$ cat src/design/bst_pkg.sv
package bst_pkg;

    // Shape of the scan path and of the boundary chain.
    localparam int IR_LEN   = 16;
    localparam int ID_LEN   = 32;
    localparam int NPIN     = 8;
    localparam int BSR_LEN  = 3 * NPIN;
    localparam int LEN_W    = 6;

    // Instruction opcodes.
    localparam logic [15:0] OP_BYPASS0  = 16'h0000;
    localparam logic [15:0] OP_BYPASS1  = 16'hFFFF;
    localparam logic [15:0] OP_SAMPLE   = 16'hFFF8;
    localparam logic [15:0] OP_EXTEST   = 16'hFFE8;
    localparam logic [15:0] OP_CLAMP    = 16'hFFEF;
    localparam logic [15:0] OP_IDCODE   = 16'hFFFE;
    localparam logic [15:0] OP_HIGHZ    = 16'hFFCF;
    localparam logic [15:0] OP_PRIVATE_INTERNAL_REGISTER_SELECT = 16'hFFFD;

    // Capture and reset values.
    localparam logic [15:0] IR_CAPTURE  = 16'h0001;
    localparam logic [15:0] IR_RESET    = OP_IDCODE;
    localparam logic [31:0] PRIV_RESET  = 32'h0000_0000;

    // Lengths of each data register, in bits.
    localparam logic [5:0] LEN_BYP   = 6'h01;
    localparam logic [5:0] LEN_BSR   = 6'h18;
    localparam logic [5:0] LEN_ID    = 6'h20;
    localparam logic [5:0] LEN_PRIV  = 6'h20;

    // Bit positions of the three cells of one pin inside the chain.
    localparam int CELL_IN   = 0;
    localparam int CELL_OUT  = 1;
    localparam int CELL_OE   = 2;

    // Controller states, Gray coded along the usual path.
    typedef enum logic [3:0] {
        ST_TLR    = 4'h0,
        ST_RTI    = 4'h1,
        ST_SEL_DR = 4'h3,
        ST_CAP_DR = 4'h2,
        ST_SH_DR  = 4'h6,
        ST_EX1_DR = 4'h7,
        ST_PA_DR  = 4'h5,
        ST_EX2_DR = 4'h4,
        ST_UPD_DR = 4'hC,
        ST_SEL_IR = 4'hD,
        ST_CAP_IR = 4'hF,
        ST_SH_IR  = 4'hE,
        ST_EX1_IR = 4'hA,
        ST_PA_IR  = 4'hB,
        ST_EX2_IR = 4'h9,
        ST_UPD_IR = 4'h8
    } bst_state_t;

    // Data register chosen by the current instruction.
    typedef enum logic [1:0] {
        DR_BYP  = 2'h0,
        DR_BSR  = 2'h1,
        DR_ID   = 2'h2,
        DR_PRIV = 2'h3
    } bst_dr_t;

    // The serial test pins as they arrive from the tester.
    typedef struct packed {
        logic tck;
        logic tms;
        logic tdi;
    } bst_link_t;

endpackage : bst_pkg

$ cat src/design/bst_tap.sv
`timescale 1ns/1ps
// Overview of operation
// - Standard test port: controller, instruction, data registers.
// - Serial traffic timed only by the test clock.
// - Mode select and data sampled on rising edge.
// - Data out changes on test clock falling edge.
// - Port works only while test mode asserted.
// - Sixteen-bit instruction decodes the listed opcodes.
// - Identification opcode selects 32-bit fixed code.
// - Every digital pin has a chain cell.
module bst_tap
    import bst_pkg::*;
#(
    parameter logic [31:0] ID_VALUE = 32'h0A5A_5001  // Arbitrary identification value, LSB must be one.
) (
    // System clock and reset.
    input  wire logic              clk_sys,
    input  wire logic              reset_n,
    // Test port from the tester.
    input  wire bst_link_t         link_in,
    input  wire logic              test_mode,
    output logic                   tdo,
    output logic                   tdo_oe,
    // Core side of the digital pins.
    input  wire logic [NPIN-1:0]   core_out,
    input  wire logic [NPIN-1:0]   core_oe,
    output logic [NPIN-1:0]        core_in,
    // Pad side of the digital pins.
    input  wire logic [NPIN-1:0]   pad_in,
    output logic [NPIN-1:0]        pad_out,
    output logic [NPIN-1:0]        pad_oe,
    // Private internal register contents.
    output logic [31:0]            priv_value
);

    // Register chosen by an instruction; anything unlisted falls to bypass.
    function automatic bst_dr_t decode_dr(input logic [15:0] op);
        case (op)
            OP_SAMPLE, OP_EXTEST:                decode_dr = DR_BSR;
            OP_IDCODE:                           decode_dr = DR_ID;
            OP_PRIVATE_INTERNAL_REGISTER_SELECT: decode_dr = DR_PRIV;
            default:                             decode_dr = DR_BYP;
        endcase
    endfunction : decode_dr

    // Length of the selected register.
    function automatic logic [LEN_W-1:0] dr_len(input bst_dr_t sel);
        case (sel)
            DR_BSR:  dr_len = LEN_BSR;
            DR_ID:   dr_len = LEN_ID;
            DR_PRIV: dr_len = LEN_PRIV;
            default: dr_len = LEN_BYP;
        endcase
    endfunction : dr_len

    // Controller transition for one rising test clock edge.
    function automatic bst_state_t tap_next(input bst_state_t s, input logic m);
        case (s)
            ST_TLR:    tap_next = m ? ST_TLR    : ST_RTI;
            ST_RTI:    tap_next = m ? ST_SEL_DR : ST_RTI;
            ST_SEL_DR: tap_next = m ? ST_SEL_IR : ST_CAP_DR;
            ST_CAP_DR: tap_next = m ? ST_EX1_DR : ST_SH_DR;
            ST_SH_DR:  tap_next = m ? ST_EX1_DR : ST_SH_DR;
            ST_EX1_DR: tap_next = m ? ST_UPD_DR : ST_PA_DR;
            ST_PA_DR:  tap_next = m ? ST_EX2_DR : ST_PA_DR;
            ST_EX2_DR: tap_next = m ? ST_UPD_DR : ST_SH_DR;
            ST_UPD_DR: tap_next = m ? ST_SEL_DR : ST_RTI;
            ST_SEL_IR: tap_next = m ? ST_TLR    : ST_CAP_IR;
            ST_CAP_IR: tap_next = m ? ST_EX1_IR : ST_SH_IR;
            ST_SH_IR:  tap_next = m ? ST_EX1_IR : ST_SH_IR;
            ST_EX1_IR: tap_next = m ? ST_UPD_IR : ST_PA_IR;
            ST_PA_IR:  tap_next = m ? ST_EX2_IR : ST_PA_IR;
            ST_EX2_IR: tap_next = m ? ST_UPD_IR : ST_SH_IR;
            ST_UPD_IR: tap_next = m ? ST_SEL_DR : ST_RTI;
            default:   tap_next = ST_TLR;
        endcase
    endfunction : tap_next

    // Two flip-flops on every input from outside; the first stage feeds only the second.
    logic [3:0]        sync1;
    logic [3:0]        sync2;
    logic [NPIN-1:0]   pin1;
    logic [NPIN-1:0]   pin2;
    logic              tck_d;

    always_ff @(posedge clk_sys or negedge reset_n) begin
        if (!reset_n) begin
            sync1 <= 4'h0;
            sync2 <= 4'h0;
            pin1  <= '0;
            pin2  <= '0;
            tck_d <= 1'b0;
        end else begin
            sync1 <= {test_mode, link_in.tck, link_in.tms, link_in.tdi};
            sync2 <= sync1;
            pin1  <= pad_in;
            pin2  <= pin1;
            tck_d <= sync2[2];
        end
    end

    logic test_en;
    logic tck_s;
    logic tms_s;
    logic tdi_s;
    logic tck_rise;
    logic tck_fall;

    // Edges of the test clock as seen by the system clock; nothing else paces the port.
    assign test_en  = sync2[3];
    assign tck_s    = sync2[2];
    assign tms_s    = sync2[1];
    assign tdi_s    = sync2[0];
    assign tck_rise = tck_s & ~tck_d;
    assign tck_fall = ~tck_s & tck_d;
    assign core_in  = pin2;

    bst_state_t             state;
    bst_state_t             next_state;
    logic [IR_LEN-1:0]      ir;
    logic [IR_LEN-1:0]      next_ir;
    logic [IR_LEN-1:0]      ir_sh;
    logic [IR_LEN-1:0]      next_ir_sh;
    logic [31:0]            dr_sh;
    logic [31:0]            next_dr_sh;
    logic [BSR_LEN-1:0]     bsr_upd;
    logic [BSR_LEN-1:0]     next_bsr_upd;
    logic [31:0]            priv;
    logic [31:0]            next_priv;
    logic                   next_tdo;
    logic                   next_tdo_oe;
    logic [NPIN-1:0]        next_pad_out;
    logic [NPIN-1:0]        next_pad_oe;
    bst_dr_t                dr_sel;
    logic                   drive_mode;
    logic                   float_mode;
    logic [LEN_W-1:0]       len;

    assign dr_sel     = decode_dr(ir);
    assign len        = dr_len(dr_sel);
    assign drive_mode = test_en && (ir == OP_EXTEST || ir == OP_CLAMP);
    assign float_mode = test_en && (ir == OP_HIGHZ);
    assign priv_value = priv;

    // Next values of the controller, the scan registers and the pads.
    always_comb begin
        next_state   = state;
        next_ir      = ir;
        next_ir_sh   = ir_sh;
        next_dr_sh   = dr_sh;
        next_bsr_upd = bsr_upd;
        next_priv    = priv;
        next_tdo     = tdo;
        next_tdo_oe  = tdo_oe;
        if (!test_en) begin
            // Pins belong to their normal functions; hold the port in reset.
            next_state  = ST_TLR;
            next_ir     = IR_RESET;
            next_tdo_oe = 1'b0;
        end else begin
            if (state == ST_TLR) begin
                next_ir = IR_RESET;
            end
            if (tck_rise) begin
                next_state = tap_next(state, tms_s);
                case (state)
                    ST_CAP_IR: next_ir_sh = IR_CAPTURE;
                    ST_SH_IR:  next_ir_sh = {tdi_s, ir_sh[IR_LEN-1:1]};
                    ST_UPD_IR: next_ir    = ir_sh;
                    ST_CAP_DR: begin
                        case (dr_sel)
                            DR_BSR: begin
                                next_dr_sh = '0;
                                for (int i = 0; i < NPIN; i++) begin
                                    next_dr_sh[3*i+CELL_IN]  = pin2[i];
                                    next_dr_sh[3*i+CELL_OUT] = core_out[i];
                                    next_dr_sh[3*i+CELL_OE]  = core_oe[i];
                                end
                            end
                            DR_ID:   next_dr_sh = ID_VALUE;
                            DR_PRIV: next_dr_sh = priv;
                            default: next_dr_sh = '0;
                        endcase
                    end
                    ST_SH_DR: begin
                        // The bit at the selected length takes data in; bits above stay clear.
                        for (int i = 0; i < 32; i++) begin
                            if (i == int'(len) - 1) begin
                                next_dr_sh[i] = tdi_s;
                            end else if (i < int'(len) - 1) begin
                                next_dr_sh[i] = dr_sh[i+1];
                            end else begin
                                next_dr_sh[i] = 1'b0;
                            end
                        end
                    end
                    ST_UPD_DR: begin
                        if (dr_sel == DR_BSR) begin
                            next_bsr_upd = dr_sh[BSR_LEN-1:0];
                        end else if (dr_sel == DR_PRIV) begin
                            next_priv = dr_sh;
                        end
                    end
                    default: begin
                    end
                endcase
            end
            if (tck_fall) begin
                // Output follows the falling edge so the tester reads it on the next rise.
                next_tdo    = (state == ST_SH_IR) ? ir_sh[0] : dr_sh[0];
                next_tdo_oe = (state == ST_SH_IR) || (state == ST_SH_DR);
            end
        end
        // Pads take chain values in drive modes and float in the high impedance mode.
        for (int i = 0; i < NPIN; i++) begin
            next_pad_out[i] = drive_mode ? bsr_upd[3*i+CELL_OUT] : core_out[i];
            next_pad_oe[i]  = float_mode ? 1'b0 :
                              drive_mode ? bsr_upd[3*i+CELL_OE] : core_oe[i];
        end
    end

    // Register the group.
    always_ff @(posedge clk_sys or negedge reset_n) begin
        if (!reset_n) begin
            state   <= ST_TLR;
            ir      <= IR_RESET;
            ir_sh   <= '0;
            dr_sh   <= '0;
            bsr_upd <= '0;
            priv    <= PRIV_RESET;
            tdo     <= 1'b0;
            tdo_oe  <= 1'b0;
            pad_out <= '0;
            pad_oe  <= '0;
        end else begin
            state   <= next_state;
            ir      <= next_ir;
            ir_sh   <= next_ir_sh;
            dr_sh   <= next_dr_sh;
            bsr_upd <= next_bsr_upd;
            priv    <= next_priv;
            tdo     <= next_tdo;
            tdo_oe  <= next_tdo_oe;
            pad_out <= next_pad_out;
            pad_oe  <= next_pad_oe;
        end
    end

    // Checks on the port behaviour.
    tdo_edge_a: assert property (@(posedge clk_sys) disable iff (!reset_n)
        (test_en && !tck_fall) |=> $stable(tdo) && $stable(tdo_oe))
        else $error("Data out changed away from a falling test clock edge.");
    shift_drive_a: assert property (@(posedge clk_sys) disable iff (!reset_n)
        (test_en && tck_fall && state == ST_SH_DR) |=> tdo_oe && tdo == $past(dr_sh[0]))
        else $error("Data out not driven with chain bit during shift.");
    mode_gate_a: assert property (@(posedge clk_sys) disable iff (!reset_n)
        !test_en |=> state == ST_TLR && !tdo_oe)
        else $error("Port active while test mode is low.");
    state_hold_a: assert property (@(posedge clk_sys) disable iff (!reset_n)
        (test_en && !tck_rise) |=> state == $past(state))
        else $error("Controller moved without a rising test clock edge.");
    tms_step_a: assert property (@(posedge clk_sys) disable iff (!reset_n)
        (test_en && tck_rise && state == ST_RTI && tms_s) |=> state == ST_SEL_DR)
        else $error("Mode select high did not leave idle.");
    tlr_exit_a: assert property (@(posedge clk_sys) disable iff (!reset_n)
        (test_en && tck_rise && state == ST_TLR && !tms_s) |=> state == ST_RTI ##1 ir == IR_RESET)
        else $error("Reset state exit or instruction reset wrong.");
    ir_decode_a: assert property (@(posedge clk_sys) disable iff (!reset_n)
        (ir == OP_EXTEST || ir == OP_SAMPLE) |-> dr_sel == DR_BSR)
        else $error("Boundary instruction did not select the chain.");
    id_capture_a: assert property (@(posedge clk_sys) disable iff (!reset_n)
        (test_en && tck_rise && state == ST_CAP_DR && dr_sel == DR_ID) |=> dr_sh == ID_VALUE)
        else $error("Identification value not captured.");
    ext_drive_a: assert property (@(posedge clk_sys) disable iff (!reset_n)
        (test_en && ir == OP_EXTEST) ##1 (ir == OP_EXTEST) |-> pad_out[0] == $past(bsr_upd[CELL_OUT]))
        else $error("Pad not driven from the chain under extest.");
    unknown_byp_a: assert property (@(posedge clk_sys) disable iff (!reset_n)
        (ir != OP_EXTEST && ir != OP_SAMPLE && ir != OP_IDCODE &&
         ir != OP_PRIVATE_INTERNAL_REGISTER_SELECT) |-> dr_sel == DR_BYP && len == LEN_BYP)
        else $error("Unlisted opcode did not select bypass.");

endmodule : bst_tap

$ cat config.mk
export PLATFORM = sky130hd
export DESIGN_NAME = bst_tap
export DESIGN_NICKNAME = d
export VERILOG_FILES = /design/src/design/bst_pkg.sv /design/src/design/bst_tap.sv
export SDC_FILE = /design/constraint.sdc
export NUM_CORES = 1
export LEC_CHECK = 0
export BUFFER_PORTS_ARGS = -buffer_cell sky130_fd_sc_hd__buf_4
export CORE_AREA = 2 2 112 114
export DETAILED_ROUTE_END_ITERATION = 8
export DIE_AREA = 0 0 114 116
export HOLD_SLACK_MARGIN = 0.03
export PLACE_DENSITY = 0.79
export RECOVER_POWER = 100
export SYNTH_ARGS = -nofsm -noshare
export SYNTH_HDL_FRONTEND = slang
export SYNTH_SLANG_ARGS = --single-unit
export TNS_END_PERCENT = 10
$ cat constraint.sdc
create_clock -name clk_sys -period 2.6 [get_ports clk_sys]
set_input_delay 0.13 -clock clk_sys [delete_from_list [all_inputs] [get_ports clk_sys]]
set_output_delay 0.13 -clock clk_sys [all_outputs]
set_load 0.005 [all_outputs]
Word-level counts from Yosys, hierarchy flattened
Cells that the tools add are included. Widths: inputs -> output; s select.

Flip-flop bits (word level): 167. Input bits: 30. Output and inout port bits: 58. Logic and storage cells: 243.

Add/sub/neg operators: 1. $lt $le $gt $ge: 32. Eq/ne operators: 57. Multiplexer cells: 115. Bitwise logic cells: 5. Reductions and logical operators: 18.

Operators with widths (count): $eq 6x7->1 const A (16); $lt 6x7->1 const A (16); $eq 16x16->1 const B (6); $pmux 32 s3 (1); $mux 1 (94); $mux 16 (4); $pmux 32 s2 (1); $eq 5x7->1 const A (8); $lt 5x7->1 const A (8); $pmux 4 s12 (1); $eq 4x4->1 const B (8); $logic_not 32->1 (1); $pmux 16 s2 (1); $eq 4x7->1 const A (4); $lt 4x7->1 const A (4); $mux 4 (6); $eq 4x3->1 const B (4); $eq 3x7->1 const A (2); $lt 3x7->1 const A (2); $pmux 6 s2 (1); $eq 4x2->1 const B (2); $reduce_or 2->1 (4); $eq 2x7->1 const A (1); $lt 1x7->1 const A (1); 20 further kinds (32).

Logic depth before layout (Yosys ltp)
Depth after elaboration: 11. Depth in mapped cells: 8. Gate-level depth less buffers: 5.

Least setup slack after synthesis
No wires, ideal clock.

Path kind: flip-flop to flip-flop. Start: reg ir[14]. End: reg pad_out[1]. Setup time: 0.125 ns. Arrival: 2.028 ns. Data required time: 2.475 ns. Path slack: 0.447 ns. Cell stages (with the launch flop): 7. Path buffers: 2. Cell sequence: dfstp_2 nand4_1 or2_1 buf_2 nor4_4 buf_4 mux2_2.

Longest elaborated chain between the ends: 4. Elaborated cells between the ends (all ways): 5. Those cells by class: 2 x eq/ne; 1 x mux; 2 x reduce/logical.

Ends and longest elaborated chain: start: declaration (line bst_tap.sv:120) `logic [IR_LEN-1:0] ir;`; start signal: assignment (line bst_tap.sv:237) `ir <= next_ir;`; $eq 16x16->1 (line bst_tap.sv:141) `assign drive_mode = test_en && (ir == OP_EXTEST || ir == OP_CLAMP);`; $logic_or 1x1->1 * (line bst_tap.sv:141); $logic_and 1x1->1 * (line bst_tap.sv:141); $mux 1 * (line bst_tap.sv:216) `next_pad_out[i] = drive_mode ? bsr_upd[3*i+CELL_OUT] : core_out[i];`; named net next_pad_out[1] (line bst_tap.sv:132) `logic [NPIN-1:0] next_pad_out;`; end signal: assignment (line bst_tap.sv:244) `pad_out <= next_pad_out;`; end: declaration (line bst_tap.sv:30) `output logic [NPIN-1:0] pad_out,`.

Mark *: on every way through the listed nets, which the timed path passes. The rest lies on a longest branch. A chain may end at the register's enable or synchronous reset.

Final worst setup path
Start: reg ir[14]. End: reg pad_out[6].

The elaborated chain is that of the path after synthesis.

==> run metrics <==
status complete, no violations; setup_tns 0 ns; Routed Antenna Nets 0; Synth async-reset ratio 1.00; CTS sink count 159; worst rel slew slack 0.0904; Tmin final 2.43 ns; top cell type's share of synthesized area 0.526; Leak 4.00 nW; Pre-antenna DRT Iters 5; register-to-register setup slack 0.17 ns; cell taking the most area after synthesis dfrtp_1; die width 114 um; area of the mapped netlist 0.00686 mm^2; Worst-path clk slew 0.06 ns; Max IR drop VDD 0.458 mV; TritonCTS clock tree built; startpoint type of the worst setup path register; DR vias 5114; max_cap viols 0; Design Area, Final 0.00855 mm^2; GRT overflow 0; setup repair bufs after CTS 0; DR top layer met4; class of the worst hold path register to register; nets 726; DRC viols 0; period utilization 0.936; met1 WL 6.91 mm; top achievable clock speed 411 MHz; vias in the first global route 5249; H-tree Lvls 4; Synth Register Bits 159; Synth area leaders dfrtp_1 (53%), mux2_2 (7.2%), dfstp_2 (5.7%); die area 0.0132 mm^2; sequential fraction of the synthesis area 0.583; share of cells above drive strength 1 0.291; post-DP HPWL 10.3 mm; I/O pin count 88; Syn Nets 611; power density cells 636 mW/mm^2; Met2 Routed Length 7.73 mm; CP arrival 2.73 ns; average cell area after synthesis 11.8 um^2; port bufs 87; RSZ-0062 raised after global routing false; worst skew pair latency 0.42 ns; met3 WL 859 um; count of flip-flops with a built-in enable after synthesis 0; synth unique cells 56; Commonest cells post-synth dfrtp_1 (144), nand2_1 (45), a21oi_1 (44), mux2_2 (44), nor2_1 (35); first-pass GRT wire length 26.5 mm; initial antenna violation count 0; most frequent cell after synthesis dfrtp_1; worst hold margin 0.348 ns; Layout area overhead 24.7%; crit path capture type register; Tot GR Track Use 0.257; worst clock skew 0.00760 ns; critical path required time 2.90 ns; RePlAce Congestion 0.853; diode count 0; CTS Buf Count 17; 1st-iter DRT viols 386; Max Root-Sink Buffers 2; Worst-Margin Slew 1.36 ns; die height 116 um; Crit Path Max Fanout 16; final WL 15.9 mm; vias per cell 5.97; FP Rows 40; area post-placement 0.00769 mm^2; final setup fails 0; warnings from Yosys 0; Final Slew Violations 0; critical path class register to register; core area 0.0119 mm^2; Initial Util 0.576; drt wl/cell 18.6 um; CTS Root Cell clkbuf_16; Fin. Hold Viols 0; post-synthesis cell count 581; Synth Flop Type dfrtp_1; largest net degree at the start of global routing 71
what timing repair did:
item,4_1_cts,5_1_grt
resized for setup,0,0
hold buffers,29,0
endpoints found under the hold margin,84,0
cell families after synthesis:
| family | count (synthesis) | synth area share |
|---|---|---|
| flops | 159 | 0.583 |
| simple gates | 153 | 0.122 |
| compound gates | 136 | 0.124 |
| mux | 85 | 0.138 |
| buf+inv | 47 | 0.0319 |
| xor+xnor | 1 | 0.00128 |
flip-flops by register name (all words and copies together), names as in the netlist:
signal	cells
tdo	1
pin1	8
pad_oe	8
sync2	4
state	4
ir	16
bsr_upd	16
tck_d	1
core_in	8
priv_value	32
pad_out	8
sync1	4
ir_sh	16
tdo_oe	1
dr_sh	32
critical path: stages, from the launching register on:
cell      delay, ns
dfstp_2        0.54
nand4_1        0.11
or2_1          0.40
nor4_1         0.33
clkbuf_2       0.51
mux2_2         0.40
cell type report:
class                      count  area, um^2
clock buffer                  23         488
clock inverter                 9         133
fill                         793        3360
inverter                       5        18.8
multi-input combinational    375        2640
sequential                   159        4000
tap                          147         184
timing repair buffer         138        1100
layout by cell type, fill, tap and decap left out, drive strengths merged, types with 4 or more instances in the layout:
cell / synthesis / final
dfrtp: 144 / 144
clkbuf: 27 / 97
mux2: 74 / 74
nand2: 45 / 45
o21ai: 45 / 45
a21oi: 44 / 44
nor2: 37 / 37
buf: 15 / 35
dlygate4sd3: 0 / 29
nor3: 19 / 19
a22o: 15 / 15
dfstp: 15 / 15
mux2i: 11 / 11
and3: 10 / 10
nand3: 8 / 8
or4: 7 / 7
a31oi: 7 / 7
o2111ai: 6 / 6
a32oi: 6 / 6
nor2b: 5 / 5
inv: 5 / 5
nor4: 5 / 5
nand4: 4 / 4
clkinv: 0 / 4
stage by stage:
stage / instances / setup slack [ns] / util / power (mW)
final: 856 / 0.168 / 0.718 / 5.44
after global routing: 856 / 0.0916 / 0.718 / 5.62
after CTS: 856 / 0.264 / 0.722 / 5.47
after detailed placement: 795 / 0.278 / 0.645 / 2.89
after global placement: 795 / 0.379 / 0.645 / 2.87
after floorplan: 581 / 0.447 / - / 2.72
power breakdown:
group	internal [mW]	total (mW)	leakage (nW)	switching, mW
Sequential	2.55	2.61	1.99	0.0623
Clock	1.61	2.57	0.299	0.955
Combinational	0.131	0.264	1.71	0.133
final timing paths:
check	cells past startpoint	end	startpoint
worst max-delay path	5	pad_out[6]	ir[14]
worst min-delay path	0	core_in[3]	pin1[3]
worst max register to register	5	pad_out[6]	ir[14]
worst min register to register	0	core_in[3]	pin1[3]
max in group asynchronous	3	ir_sh[14]	reset_n
min in group asynchronous	2	dr_sh[15]	reset_n
routing by layer:
layer / track usage / vias to the layer above
met5: 0 / -
met4: 0.112 / 0
met3: 0.0507 / 32
met2: 0.408 / 187
met1: 0.350 / 2551
li1: - / 2344
(Power assumes the default switching activity.)
